$ cat src/rtl/gdsc_pkg.sv
// Constants and state encodings for the gate driver start-up control.
package gdsc_pkg;
	localparam int unsigned CLK_MHZ = 250;
	localparam int unsigned POR_TIME_MS = 3000;
	localparam int unsigned RECOVER_TIME_MS = 20000;
	localparam longint unsigned POR_CYCLES = longint'(POR_TIME_MS) * 1000 * CLK_MHZ;
	localparam longint unsigned RECOVER_CYCLES = longint'(RECOVER_TIME_MS) * 1000 * CLK_MHZ;
	localparam int unsigned CNT_W = 33;
	localparam logic GATE_OFF = 1'b0;
	localparam logic STATUS_NOT_READY = 1'b0;
	localparam logic [CNT_W-1:0] CNT_RESET = 33'h0_0000_0000;
	typedef enum logic [1:0] {
		ST_POR = 2'b00,
		ST_RUN = 2'b01,
		ST_FAULT = 2'b10
	} state_t;
endpackage : gdsc_pkg

$ cat src/rtl/gdsc_gate_if.sv
// Interface carrying decoded switching requests and the gating permission.
`timescale 1ns/1ps
`default_nettype none
interface gdsc_gate_if;
	logic hs_req;
	logic ls_req;
	logic permit_hs;
	logic permit_ls;
	logic hs_on;
	logic ls_on;
	modport ctrl (output permit_hs, output permit_ls, input hs_req, input ls_req);
	modport stage (input permit_hs, input permit_ls, output hs_req, output ls_req,
		output hs_on, output ls_on);
endinterface : gdsc_gate_if
`default_nettype wire

$ cat src/rtl/gdsc_input_stage.sv
// Differential input decode and registered gate output stage.
`timescale 1ns/1ps
`default_nettype none
module gdsc_input_stage (
	// Clock and reset.
	input wire logic clk,
	input wire logic arst_n,
	// Differential switching inputs.
	input wire logic hs_p,
	input wire logic hs_n,
	input wire logic ls_p,
	input wire logic ls_n,
	// Link to the control.
	gdsc_gate_if.stage gate
);
	logic next_hs_on;
	logic next_ls_on;
	logic hs_on_q;
	logic ls_on_q;

	// A pair reads on only when both lines disagree in the on direction.
	always_comb begin
		gate.hs_req = hs_p & ~hs_n;
		gate.ls_req = ls_p & ~ls_n;
		next_hs_on = gate.hs_req & gate.permit_hs;
		next_ls_on = gate.ls_req & gate.permit_ls;
	end

	always_ff @(posedge clk or negedge arst_n) begin
		if (!arst_n) begin
			hs_on_q <= gdsc_pkg::GATE_OFF;
			ls_on_q <= gdsc_pkg::GATE_OFF;
		end else begin
			hs_on_q <= next_hs_on;
			ls_on_q <= next_ls_on;
		end
	end

	assign gate.hs_on = hs_on_q;
	assign gate.ls_on = ls_on_q;

	AST_GATE_NEEDS_PERMIT: assert property (@(posedge clk) disable iff (!arst_n)
		gate.hs_on |-> $past(gate.permit_hs)) else $error("High side on without permit.");
	AST_DIFF_DECODE: assert property (@(posedge clk) disable iff (!arst_n)
		(hs_p && hs_n) |-> !gate.hs_req) else $error("Equal pair decoded as on.");
endmodule : gdsc_input_stage
`default_nettype wire

$ cat src/rtl/gdsc_top.sv
// Start-up, fault handling and output gating of the two-channel driver core.
// Contract
// - Power-on reset runs 3 s after supply on before ready.
// - Status output and halt input carry meaning only after power-on reset.
// - At reset end with no fault, status output leaves not-ready.
// - Shutdown disable strap low enables automatic fault shutdown, high disables it.
// - Switching inputs are differential pairs decoded from their difference.
// - Fault drives status not-ready, latches error, forces gates off, blocks pulses.
// - Recovery needs fault gone and at least 20 s since detection.
// - With shutdown disabled, fault only shows on status; controller turns off.
`timescale 1ns/1ps
`default_nettype none
module gdsc_top #(
	// Interval lengths in clock cycles; shorter values serve simulation only.
	parameter longint unsigned POR_LEN = gdsc_pkg::POR_CYCLES,
	parameter longint unsigned RECOVER_LEN = gdsc_pkg::RECOVER_CYCLES
) (
	// Clock and reset.
	input wire logic SYS_CLK,
	input wire logic ARST_N,
	// Differential switching inputs.
	input wire logic HS_IN_P,
	input wire logic HS_IN_N,
	input wire logic LS_IN_P,
	input wire logic LS_IN_N,
	// Halt request from the controller and fault sense.
	input wire logic HALT_REQ,
	input wire logic FAULT_IN,
	// Shutdown disable straps, high means shutdown disabled.
	input wire logic HIGH_SIDE_FAULT_SHUTDOWN_DISABLE,
	input wire logic LOW_SIDE_FAULT_SHUTDOWN_DISABLE,
	// Gate outputs.
	output logic HIGH_SIDE_TURN_ON_OUT,
	output logic HIGH_SIDE_TURN_OFF_OUT,
	output logic LOW_SIDE_TURN_ON_OUT,
	output logic LOW_SIDE_TURN_OFF_OUT,
	// Status.
	output logic READY_STATUS,
	output logic ERROR_LATCH
);
	gdsc_gate_if gate ();

	gdsc_pkg::state_t state;
	gdsc_pkg::state_t next_state;
	logic [gdsc_pkg::CNT_W-1:0] cnt;
	logic [gdsc_pkg::CNT_W-1:0] next_cnt;
	logic ready;
	logic next_ready;
	logic err;
	logic next_err;
	logic hs_dis;
	logic ls_dis;
	logic next_hs_dis;
	logic next_ls_dis;
	logic fault;
	logic hs_off;
	logic ls_off;
	logic next_hs_off;
	logic next_ls_off;

	function automatic logic [gdsc_pkg::CNT_W-1:0] sat_inc(input logic [gdsc_pkg::CNT_W-1:0] v);
		sat_inc = (&v) ? v : v + 1'b1;
	endfunction : sat_inc

	function automatic logic reached(input logic [gdsc_pkg::CNT_W-1:0] v,
		input longint unsigned lim);
		reached = v >= gdsc_pkg::CNT_W'(lim - 1);
	endfunction : reached

	function automatic logic gate_off_level(input logic req, input logic permit);
		gate_off_level = ~(req & permit);
	endfunction : gate_off_level

	// The halt request is ignored until the power-on reset is over.
	assign fault = FAULT_IN | (HALT_REQ & (state != gdsc_pkg::ST_POR));

	gdsc_input_stage u_stage (
		.clk(SYS_CLK),
		.arst_n(ARST_N),
		.hs_p(HS_IN_P),
		.hs_n(HS_IN_N),
		.ls_p(LS_IN_P),
		.ls_n(LS_IN_N),
		.gate(gate.stage)
	);

	always_comb begin
		next_state = state;
		next_cnt = sat_inc(cnt);
		next_err = err;
		next_ready = ready;
		next_hs_dis = hs_dis;
		next_ls_dis = ls_dis;
		case (state)
			gdsc_pkg::ST_POR: begin
				next_ready = gdsc_pkg::STATUS_NOT_READY;
				// Straps are captured once power-on reset has elapsed.
				if (reached(cnt, POR_LEN)) begin
					next_hs_dis = HIGH_SIDE_FAULT_SHUTDOWN_DISABLE;
					next_ls_dis = LOW_SIDE_FAULT_SHUTDOWN_DISABLE;
					next_cnt = gdsc_pkg::CNT_RESET;
					if (fault) begin
						next_state = gdsc_pkg::ST_FAULT;
						next_err = 1'b1;
					end else begin
						next_state = gdsc_pkg::ST_RUN;
						next_ready = 1'b1;
					end
				end
			end
			gdsc_pkg::ST_RUN: begin
				next_cnt = gdsc_pkg::CNT_RESET;
				if (fault) begin
					next_state = gdsc_pkg::ST_FAULT;
					next_ready = gdsc_pkg::STATUS_NOT_READY;
					next_err = 1'b1;
				end
			end
			gdsc_pkg::ST_FAULT: begin
				next_ready = gdsc_pkg::STATUS_NOT_READY;
				if (!fault && reached(cnt, RECOVER_LEN)) begin
					next_state = gdsc_pkg::ST_RUN;
					next_ready = 1'b1;
					next_err = 1'b0;
					next_cnt = gdsc_pkg::CNT_RESET;
				end
			end
			default: begin
				next_state = gdsc_pkg::ST_POR;
				next_cnt = gdsc_pkg::CNT_RESET;
			end
		endcase
	end

	always_ff @(posedge SYS_CLK or negedge ARST_N) begin
		if (!ARST_N) begin
			state <= gdsc_pkg::ST_POR;
			cnt <= gdsc_pkg::CNT_RESET;
			ready <= gdsc_pkg::STATUS_NOT_READY;
			err <= 1'b0;
			hs_dis <= 1'b0;
			ls_dis <= 1'b0;
		end else begin
			state <= next_state;
			cnt <= next_cnt;
			ready <= next_ready;
			err <= next_err;
			hs_dis <= next_hs_dis;
			ls_dis <= next_ls_dis;
		end
	end

	// Pulses pass in run; in fault only a side whose shutdown is disabled passes.
	always_comb begin
		gate.permit_hs = (state == gdsc_pkg::ST_RUN) && !fault;
		gate.permit_ls = (state == gdsc_pkg::ST_RUN) && !fault;
		if (state == gdsc_pkg::ST_FAULT || (state == gdsc_pkg::ST_RUN && fault)) begin
			gate.permit_hs = hs_dis;
			gate.permit_ls = ls_dis;
		end
	end

	// Turn-off drives get flops of their own so that no output passes an inverter.
	always_comb begin
		next_hs_off = gate_off_level(gate.hs_req, gate.permit_hs);
		next_ls_off = gate_off_level(gate.ls_req, gate.permit_ls);
	end

	always_ff @(posedge SYS_CLK or negedge ARST_N) begin
		if (!ARST_N) begin
			hs_off <= ~gdsc_pkg::GATE_OFF;
			ls_off <= ~gdsc_pkg::GATE_OFF;
		end else begin
			hs_off <= next_hs_off;
			ls_off <= next_ls_off;
		end
	end

	assign HIGH_SIDE_TURN_ON_OUT = gate.hs_on;
	assign HIGH_SIDE_TURN_OFF_OUT = hs_off;
	assign LOW_SIDE_TURN_ON_OUT = gate.ls_on;
	assign LOW_SIDE_TURN_OFF_OUT = ls_off;
	assign READY_STATUS = ready;
	assign ERROR_LATCH = err;

	AST_POR_GATES_OFF: assert property (@(posedge SYS_CLK) disable iff (!ARST_N)
		(state == gdsc_pkg::ST_POR) |=> !HIGH_SIDE_TURN_ON_OUT && !LOW_SIDE_TURN_ON_OUT)
		else $error("Gate on during power-on reset.");
	AST_POR_NOT_READY: assert property (@(posedge SYS_CLK) disable iff (!ARST_N)
		(state == gdsc_pkg::ST_POR) |-> !READY_STATUS) else $error("Ready during reset.");
	AST_POR_LEN: assert property (@(posedge SYS_CLK) disable iff (!ARST_N)
		(state == gdsc_pkg::ST_POR && !reached(cnt, POR_LEN)) |=> state == gdsc_pkg::ST_POR)
		else $error("Power-on reset ended early.");
	AST_READY_AT_END: assert property (@(posedge SYS_CLK) disable iff (!ARST_N)
		(state == gdsc_pkg::ST_POR && reached(cnt, POR_LEN) && !fault)
		|=> READY_STATUS && state == gdsc_pkg::ST_RUN) else $error("Not ready after reset.");
	AST_STRAP_CAPTURE: assert property (@(posedge SYS_CLK) disable iff (!ARST_N)
		(state == gdsc_pkg::ST_POR && reached(cnt, POR_LEN))
		|=> hs_dis == $past(HIGH_SIDE_FAULT_SHUTDOWN_DISABLE)
		&& ls_dis == $past(LOW_SIDE_FAULT_SHUTDOWN_DISABLE))
		else $error("Strap not captured.");
	AST_RUN_FORWARDS: assert property (@(posedge SYS_CLK) disable iff (!ARST_N)
		(state == gdsc_pkg::ST_RUN && !fault) |=> HIGH_SIDE_TURN_ON_OUT == $past(gate.hs_req)
		&& LOW_SIDE_TURN_ON_OUT == $past(gate.ls_req)) else $error("Permitted pulse lost.");
	AST_OFF_IS_INVERSE: assert property (@(posedge SYS_CLK) disable iff (!ARST_N)
		HIGH_SIDE_TURN_OFF_OUT != HIGH_SIDE_TURN_ON_OUT
		&& LOW_SIDE_TURN_OFF_OUT != LOW_SIDE_TURN_ON_OUT) else $error("Gate drives agree.");
	AST_FAULT_RESPONSE: assert property (@(posedge SYS_CLK) disable iff (!ARST_N)
		(state == gdsc_pkg::ST_RUN && fault) |=> !READY_STATUS && ERROR_LATCH)
		else $error("Fault not flagged.");
	AST_FAULT_LATCHED: assert property (@(posedge SYS_CLK) disable iff (!ARST_N)
		(state == gdsc_pkg::ST_FAULT) |-> ERROR_LATCH && !READY_STATUS)
		else $error("Fault state not flagged.");
	AST_FAULT_GATES_OFF: assert property (@(posedge SYS_CLK) disable iff (!ARST_N)
		(state == gdsc_pkg::ST_FAULT && !hs_dis) |=> !HIGH_SIDE_TURN_ON_OUT)
		else $error("High side on during fault.");
	AST_LS_FAULT_GATES_OFF: assert property (@(posedge SYS_CLK) disable iff (!ARST_N)
		(state == gdsc_pkg::ST_FAULT && !ls_dis) |=> !LOW_SIDE_TURN_ON_OUT)
		else $error("Low side on during fault.");
	AST_RECOVER_WAIT: assert property (@(posedge SYS_CLK) disable iff (!ARST_N)
		($past(state) == gdsc_pkg::ST_FAULT && state == gdsc_pkg::ST_RUN)
		|-> $past(cnt) >= gdsc_pkg::CNT_W'(RECOVER_LEN - 1) && !$past(fault))
		else $error("Early recovery.");
	AST_DISABLED_PASSES: assert property (@(posedge SYS_CLK) disable iff (!ARST_N)
		(state == gdsc_pkg::ST_FAULT && ls_dis && gate.ls_req) |=> LOW_SIDE_TURN_ON_OUT)
		else $error("Disabled shutdown still blocked.");
endmodule : gdsc_top
`default_nettype wire

$ cat config.mk
export PLATFORM = sky130hd
export DESIGN_NAME = gdsc_top
export DESIGN_NICKNAME = d
export VERILOG_FILES = /design/src/rtl/gdsc_pkg.sv /design/src/rtl/gdsc_gate_if.sv /design/src/rtl/gdsc_input_stage.sv /design/src/rtl/gdsc_top.sv
export SDC_FILE = /design/constraint.sdc
export NUM_CORES = 1
export LEC_CHECK = 0
export ABC_AREA = 1
export BUFFER_PORTS_ARGS = -buffer_cell sky130_fd_sc_hd__buf_4
export CORE_MARGIN = 2
export CORE_UTILIZATION = 45
export CTS_CLUSTER_DIAMETER = 80
export DETAILED_ROUTE_END_ITERATION = 8
export HOLD_SLACK_MARGIN = 0.03
export PLACE_DENSITY_LB_ADDON = 0.25
export SYNTH_ARGS = -nofsm -noshare
export SYNTH_HDL_FRONTEND = slang
export SYNTH_SLANG_ARGS = --single-unit
$ cat constraint.sdc
create_clock -name SYS_CLK -period 2.3 [get_ports SYS_CLK]
set_input_delay 0.46 -clock SYS_CLK [delete_from_list [all_inputs] [get_ports SYS_CLK]]
set_output_delay 0.46 -clock SYS_CLK [all_outputs]
set_load 0.03 [all_outputs]
---- Yosys cells after proc, flatten, opt, wreduce, memory -nomap -nowiden ----
Cells that the tools add are included.
storage, ports and cells
  flip-flop bits (word level) ............. 43
  output and inout bits ................... 6
operators by class
  eq/ne operators ......................... 5
  bitwise logic cells ..................... 10
  magnitude comparators ................... 2
  mux-type cells .......................... 20
  reduce and logical (&&, ||, !) cells .... 13
  $add $sub $neg .......................... 1
operator list
  kind                     number
  $mux W33                 3
  $pmux W33 S2             1
  $add A33 B1 Y33 const B  1
  $ge A33 B30 Y1 const B   1
  $ge A33 B33 Y1 const B   1
  $reduce_and A33 Y1       1
  $mux W1                  9
  $mux W2                  4
  $ne A2 B2 Y1 const B     3
  $pmux W1 S3              2
  $pmux W2 S3              1
  $reduce_and A3 Y1        2
  $and A1 B1 Y1            5
  $not A1 Y1               4
  $reduce_and A2 Y1        2
  $logic_and A1 B1 Y1      3
  $reduce_bool A3 Y1       1
  $eq A2 B1 Y1 const B     1
  $eq A2 B2 Y1 const B     1
  $logic_not A2 Y1         1
  $reduce_bool A2 Y1       1
  $logic_not A1 Y1         1
  $logic_or A1 B1 Y1       1
  $or A1 B1 Y1             1

---- Logic depth before layout (Yosys ltp) ----
Gate-level depths: netlist of run 1.
  word-level depth ........................ 8
  depth in mapped cells ................... 15

---- Modules after synthesis ----
From an unflattened synthesis of run 1, not the netlist that was laid out.
unflattened totals
  cell total of the unflattened synthesis .. 454
  area, all modules ....................... 3238.1 um^2
modules (own cells, without submodules)
  module            cells an instance  area each (um^2)  times used  seq. area each (um^2)
  gdsc_top          442                3140.5            1           1028.5
  gdsc_input_stage  12                 97.6              1           50.0

---- Worst setup path after synthesis of run 1 ----
No wires, ideal clock.
  path kind ............................... reg2reg
  from .................................... reg cnt[0] (netlist bit)
  to ...................................... reg cnt[16] (netlist bit)
  period minus slack after synthesis ...... 1737 ps
  arrival ................................. 1655 ps
  setup time .............................. 82 ps
  data required time ...................... 2218 ps
  slack ................................... 563 ps
  cell stages (with the launch flop) ...... 13
  cell sequence ........................... dfrtp_1 > ha_1 > nand2_2 > nor2_4 > inv_2 > nor2_1 > nand3_1 > nor2_1 > nor2_1 > nand3_2 > buf_4 > buf_6 > a22oi_2
between the ends
  cells in the longest elaborated chain, start to end .. 4
RTL lines
  item                                             RTL line                         text
  from (decl)                                      gdsc_top.sv:45                   logic [gdsc_pkg::CNT_W-1:0] cnt;
  from (signal assigned)                           gdsc_top.sv:138                  cnt <= gdsc_pkg::CNT_RESET;
  from (signal assigned)                           gdsc_top.sv:145                  cnt <= next_cnt;
  $add A33 B1 Y33, or another cell as far along    gdsc_top.sv:62                   sat_inc = (&v) ? v : v + 1'b1;
  $mux W33 or $logic_and A1 B1 Y1 (tied branches)  gdsc_top.sv:62, gdsc_top.sv:121
  $mux W33 (on tied branches)                      gdsc_top.sv:121, gdsc_top.sv:98
  $pmux W33 S2 *                                   gdsc_top.sv:94                   case (state)
  net next_cnt, one bit                            gdsc_top.sv:46                   logic [gdsc_pkg::CNT_W-1:0] next_cnt;
The timed path passes the listed nets; every way through them passes the cells marked *.
A chain may end at the register's enable or synchronous reset.

---- Final worst setup path of run 1 ----
  from .................................... reg cnt[0] (netlist bit)
  to ...................................... reg cnt[0] (netlist bit)
Same word-level chain as after synthesis.

==> impl_results.md, run 1 <==
- HPWL Detailed: ~6500 um
- Synthesized instance count: around 440
- 1st-pass router iterations: 5
- CTS tree: yes
- Final design utilization: 0.5179
- Syn nets: 457
- Max frequency: 479.5 MHz
- Min Tclk post-route: approximately 2.1 ns
- FF-to-FF Start: cnt[0]$_DFF_PN0_
- Worst path max stage delay: ~0.45 ns
- Post-route DRC: 0
- Worst-margin pin slew: ~0.57 ns
- Hold buffer count at cts: 0
- Worst EP required: between 2 and 2.5 ns
- Number of diodes: 0
- Post_cts resized: 0
- Most frequent cells in the layout: nand2_1 (109), nor2_1 (78), inv_1 (49), dfrtp_1 (41), xor2_1 (26)
- NetSw: 0.9902 mW
- Fin. max-slew vios: 0
- Tightest Hold Check Type: input pin to asynchronous set/reset pin
- Gpl congestion: roughly 0.96
- Clk slew on worst S/H paths: about 0.090 ns
- YS warnings: 0
- Status: finished, final reports clean
- RSZ-0062 raised after global routing: false
- #FFs+latches synth: 43
- Crit end category: flop
- Ys async rst share: 1.000
- CTS sink cnt: 43
- Clock group share of total power: 0.252
- Initial antenna violation count: 0
- Crit path launch: cnt[0]$_DFF_PN0_
- Core footprint: just under 0.007 mm^2
- DR WL/cell: about 15 um
- Cts bufs inserted: 5
- CP cell instances: ha_1 -> nand2_2 -> nor2_4 -> nand2_2 -> nor2_1 -> nand3_1 -> nand3_1 -> nand2_1 -> nand2_2 -> nand2_1 -> inv_1 -> nor2_1
- Max transition margin: 0.6200
- # rows: 30
- Final number of setup-violating endpoints: 0
- Initial DRC Count: around 240
- Longest Clk Path Bufs: 2
- Commonest non-fill, non-tap cell in the layout: nand2_1
- R2r setup slk: between 0.2 and 0.25 ns
- Die height: between 80 and 90 um
- Power share of the combinational group: 0.382
- Setup Buffers After CTS: 0
- Synth cell types: 36
- Worst-skew pair later-pin latency: approximately 0.30 ns
- Cell area after synthesis: between 0.003 and 0.004 mm^2
- Syn-to-layout area delta: 10.62%
- CP max FO: 7
- Max Cap Violations: 0
- Aggregate routed wire length: 8492 um
- Share of cells above drive strength 1: 0.1824
- Gr ovfl total: 0
- Most frequent CP cell: nand2_2
- Avg Cell Area, Syn: between 7 and 8 um^2
- CTS H-tree lvls: 2
- Total Neg Setup Slack: 0 ns
- Initial Util: 0.4681
- Largest net degree at the start of global routing: 44
- Int Power: approximately 1.5 mW
- I/O pins: 16
- Antenna viol nets, final: 0
- Setup CP Type: flop to flop
- Slowest cell on crit path: dfrtp_1
- Via/cell ratio: approximately 5.3
- Post-synth EDFFs: 0
- Post-synth top flop: dfrtp_1
- PwrDens: 702.4 mW/mm^2
- Final period util: 0.9067
- Clock root buffer: clkbuf_8
- First-pass GRT wire length: approximately 14000 um
- Die outline area: approximately 0.0078 mm^2
- Chip Width: approximately 90 um
- DR vias: roughly 3000
- Worst VDD drop: between 500 and 600 uV
- Fin. Hold Viols: 0
- Port Buf Inserts: 15
- Leak pwr: ~1.6 nW
- Crit start category: flop
- Post-synthesis sequential area ratio: 0.3354
- Clock skew: just over 0.009 ns
- Tot GR Track Use: 0.2388
- Crit path DAT: around 2.3 ns
- Worst r2r dst: cnt[0]$_DFF_PN0_
- Flop pwr share: 0.365
- Vias in the first global route: approximately 2800
- Worst R2R Path Depth: 12
- Switching Fraction: 0.3963
- Fin nets: between 400 and 500
-- layer usage --
layer / vias up / global-route usage / part of all wire
li1: 1445 / - / -
met1: 1390 / 0.3642 / 0.48
met2: 101 / 0.3479 / 0.43
met3: 15 / 0.03918 / 0.062
met4: 0 / 0.06749 / 0.019
met5: - / 0 / 0
-- Yosys cell counts, types with 5 or more instances --
| cell | instances | area [um^2] |
|---|---|---|
| nand2_1 | 109 | 409.1 |
| nor2_1 | 78 | 292.8 |
| inv_1 | 49 | 183.9 |
| dfrtp_1 | 41 | 1026 |
| xor2_1 | 26 | 227.7 |
| nand3_1 | 20 | 100.1 |
| a22oi_2 | 15 | 187.7 |
| nor3_1 | 15 | 75.07 |
| inv_2 | 12 | 45.04 |
| a22oi_1 | 9 | 67.56 |
| nand4_1 | 9 | 56.30 |
| a21oi_1 | 8 | 40.04 |
| nand2_2 | 6 | 37.54 |
| buf_6 | 5 | 56.30 |
| ha_1 | 5 | 62.56 |
-- worst max-delay path: cells and delay by family, from the launching register on --
| kind | cells | cell delay, ns |
|---|---|---|
| flops | 1 | 0.45 |
| buf+inv | 1 | 0.21 |
| simple gates | 10 | 1.06 |
| fa+ha+maj | 1 | 0.24 |
-- power by group through the flow --
stage / clock, mW / combinational [mW] / sequential, mW
2_1_floorplan: 0 / 0.679 / 0.973
3_3_place_gp: 0 / 0.940 / 0.925
3_5_place_dp: 0 / 0.960 / 0.928
4_1_cts: 0.641 / 0.964 / 0.913
5_1_grt: 0.669 / 1.06 / 0.924
6_report: 0.631 / 0.955 / 0.913
-- sequential cells by signal (all words and copies together), names as in the netlist --
signal	flops
ERROR_LATCH	1
HIGH_SIDE_TURN_OFF_OUT	1
LOW_SIDE_TURN_OFF_OUT	1
READY_STATUS	1
cnt	33
hs_dis	1
ls_dis	1
state	2
u_stage.gate.hs_on	1
u_stage.gate.ls_on	1
-- logic make-up (layout without fill, tap and decap cells) --
kind of cell             after synthesis  count (layout)  synth area share
AND/OR/NAND/NOR                      257             257            0.3599
buffers and inverters                 71              95            0.1035
XOR/XNOR                              27              27           0.07354
flip-flops                            43              43            0.3354
adder cells (fa/ha/maj)                5               5           0.01946
AO/OA/AOI/OAI                         39              39            0.1082
-- metrics by stage --
stage,instances,power (mW),setup WS [ns],instance area (um^2),hold WS (ns)
2_1_floorplan,442,1.652,0.5626,3216,0.1644
3_3_place_gp,554,1.865,0.2676,3440,0.4544
3_5_place_dp,554,1.889,0.2258,3440,0.4607
4_1_cts,562,2.519,0.2049,3557,0.1745
5_1_grt,562,2.655,0.03963,3557,0.1954
6_report,562,2.499,0.2146,3557,0.1500
-- worst max path at each step --
stage	end	slack, ns	cells after the start
3_3_place_gp	cnt[30]$_DFF_PN0_	0.27	11
6_report	cnt[0]$_DFF_PN0_	0.21	12
3_5_place_dp	cnt[0]$_DFF_PN0_	0.23	12
2_1_floorplan	cnt[16]$_DFF_PN0_	0.56	12
4_1_cts	cnt[0]$_DFF_PN0_	0.20	12
5_1_grt	cnt[0]$_DFF_PN0_	0.04	12
-- layout make-up --
type,instances,area (um^2)
Clock buffer,6,82.58
Sequential cell,43,1079
Clock inverter,2,35.03
Tap cell,96,120.1
Inverter,61,229.0
Fill cell,670,3312
Multi-Input combinational cell,328,1804
Timing Repair Buffer,26,207.7
(Power assumes the default switching activity.)
==> inputs of run 2 (changes only) <==
--- a/config.mk
+++ b/config.mk
@@ -6,13 +6,15 @@
 export NUM_CORES = 1
 export LEC_CHECK = 0
 export ABC_AREA = 1
-export BUFFER_PORTS_ARGS = -buffer_cell sky130_fd_sc_hd__buf_4
+export BUFFER_PORTS_ARGS = -buffer_cell sky130_fd_sc_hd__buf_2
 export CORE_MARGIN = 2
 export CORE_UTILIZATION = 45
 export CTS_CLUSTER_DIAMETER = 80
 export DETAILED_ROUTE_END_ITERATION = 8
 export HOLD_SLACK_MARGIN = 0.03
 export PLACE_DENSITY_LB_ADDON = 0.25
+export RECOVER_POWER = 25
+export SKIP_CTS_REPAIR_TIMING = 1
 export SYNTH_ARGS = -nofsm -noshare
 export SYNTH_HDL_FRONTEND = slang
 export SYNTH_SLANG_ARGS = --single-unit
==> run 2 against run 1 <==
Compared with the run above: first-iteration DRC count is 1.7% lower; total power is 7.0% lower; final area is 2.7% lower; maximum frequency is 1.2% higher; global-route usage is 2.0 points lower.
==> impl_results.md, run 2 (synthesis gave the netlist of run 1 again) <==
- CTS sink cnt: 43
- Power share of the combinational group: 0.387
- Crit path DAT: 2.24 ns
- Setup CP Type: flop to flop
- Commonest non-fill, non-tap cell in the layout: nand2_1
- Max Cap Violations: 0
- PwrDens: between 600 and 700 mW/mm^2
- Clock root buffer: clkbuf_8
- Longest Clk Path Bufs: 2
- R2r setup slk: about 0.24 ns
- Worst path max stage delay: 0.46 ns
- Min Tclk post-route: around 2.1 ns
- Tightest Hold Check Type: input pin to flop
- Worst EP required: 2.48 ns
- # rows: 30
- Initial antenna violation count: 0
- Syn-to-layout area delta: 7.626%
- Core footprint: between 0.006 and 0.007 mm^2
- DR WL/cell: around 14 um
- Antenna viol nets, final: 0
- Most frequent CP cell: nand2_1
- Max frequency: approximately 490 MHz
- CTS tree: yes
- Max transition margin: 0.2959
- Post-route DRC: 0
- Reg with most FFs: cnt
- Cts bufs inserted: 5
- Int Power: between 1 and 1.5 mW
- Vias in the first global route: between 2000 and 3000
- Die height: about 89 um
- Flop pwr share: 0.391
- Worst-skew pair later-pin latency: between 0.3 and 0.4 ns
- Fin nets: around 480
- Tot GR Track Use: 0.2192
- HPWL Detailed: 6216 um
- Clock skew: between 0.01 and 0.015 ns
- Crit start category: flop
- First-pass GRT wire length: 13170 um
- Largest register FFs: 33
- Gr ovfl total: 0
- Total Neg Setup Slack: 0 ns
- DR vias: around 2900
- Worst-margin pin slew: between 1 and 1.5 ns
- Clock group share of total power: 0.221
- NetSw: between 0.9 and 1 mW
- Fin. max-slew vios: 0
- Most frequent cells in the layout: nand2_1 (109), nor2_1 (78), inv_1 (48), dfrtp_1 (41), xor2_1 (26)
- Share of cells above drive strength 1: 0.1793
- CP max FO: 24
- RSZ-0062 raised after global routing: false
- Final number of setup-violating endpoints: 0
- 1st-pass router iterations: 5
- Number of diodes: 0
- Die outline area: 0.007838 mm^2
- Gpl congestion: approximately 0.99
- CTS H-tree lvls: 2
- Via/cell ratio: about 5.2
- Regs by FF count: cnt: 33 flops, state: 2 flops
- Total power: approximately 2.3 mW
- Switching Fraction: 0.4275
- Port Buf Inserts: 15
- Fin. Hold Viols: 0
- Initial Util: 0.4681
- Slowest cell on crit path: dfrtp_1
- Initial DRC Count: 234
- Aggregate routed wire length: slightly below 8000 um
- CP cell instances: inv_2 -> nand2_1 -> nor2_1 -> nand3_1 -> nor2_1 -> nand2_1 -> nand2_1 -> nand2_1 -> nand3_2 -> buf_4 -> a22oi_1
- Status: finished, final reports clean
- Largest net degree at the start of global routing: 44
- Crit end category: flop
- Chip Width: 88.53 um
- Worst VDD drop: a little under 500 uV
- Leak pwr: roughly 1.5 nW
- Final period util: 0.8961
- Clk slew on worst S/H paths: approximately 0.10 ns
- I/O pins: 16
==> run 2: cell type report <==
class,instances,area [um^2]
sequential,43,1079
inverter,61,229.0
clock buffer,5,68.82
multi-input combinational,328,1804
clock inverter,3,23.77
fill,694,3408
tap,96,120.1
timing repair buffer,23,136.4
==> run 2: per-layer routing <==
metal / GRT usage / vias to the layer above / wire length [um]
li1: - / 1445 / -
met1: 0.3195 / 1345 / 3850
met2: 0.3288 / 87 / 3451
met3: 0.03451 / 15 / 440
met4: 0.07851 / 0 / 159
met5: 0 / - / 0
==> run 2: through the flow <==
step	util	cells	setup WS, ns	instance area [um^2]	hold slack (ns)
after detailed placement	0.4902	551	0.1984	3367	0.4724
after global routing	0.5038	559	0.02096	3461	0.3815
after floorplan	-	442	0.5626	3216	0.1644
after CTS	0.5036	559	0.1808	3460	0.2330
final	0.5038	559	0.2391	3461	0.3735
after global placement	0.4902	551	0.2513	3367	0.4596
==> run 2: final timing paths <==
kind                                            startpoint                  to  cells after the start
setup / recovery                         cnt[24]$_DFF_PN0_    cnt[8]$_DFF_PN0_                     11
hold / removal             LOW_SIDE_FAULT_SHUTDOWN_DISABLE  ls_dis$_DFFE_PN0P_                      3
setup reg to reg                         cnt[24]$_DFF_PN0_    cnt[8]$_DFF_PN0_                     11
hold reg to reg                         ls_dis$_DFFE_PN0P_  ls_dis$_DFFE_PN0P_                      2
max in group asynchronous                           ARST_N    cnt[6]$_DFF_PN0_                      2
min in group asynchronous                           ARST_N   cnt[22]$_DFF_PN0_                      2
==> run 2: power by group through the flow <==
stage | combinational, mW | sequential [mW] | clock (mW)
2_1_floorplan | 0.679 | 0.973 | 0
3_3_place_gp | 0.884 | 0.917 | 0
3_5_place_dp | 0.895 | 0.923 | 0
4_1_cts | 0.897 | 0.908 | 0.530
5_1_grt | 1.01 | 0.919 | 0.565
6_report | 0.900 | 0.910 | 0.514
==> run 2: worst max-delay path, delay by kind of cell, from the launching register on <==
family,cells,cell delay [ns]
buffers and inverters,2,0.50
DFF,1,0.46
and+or+nand+nor,8,0.81
AOI/OAI and AO/OA,1,0.12
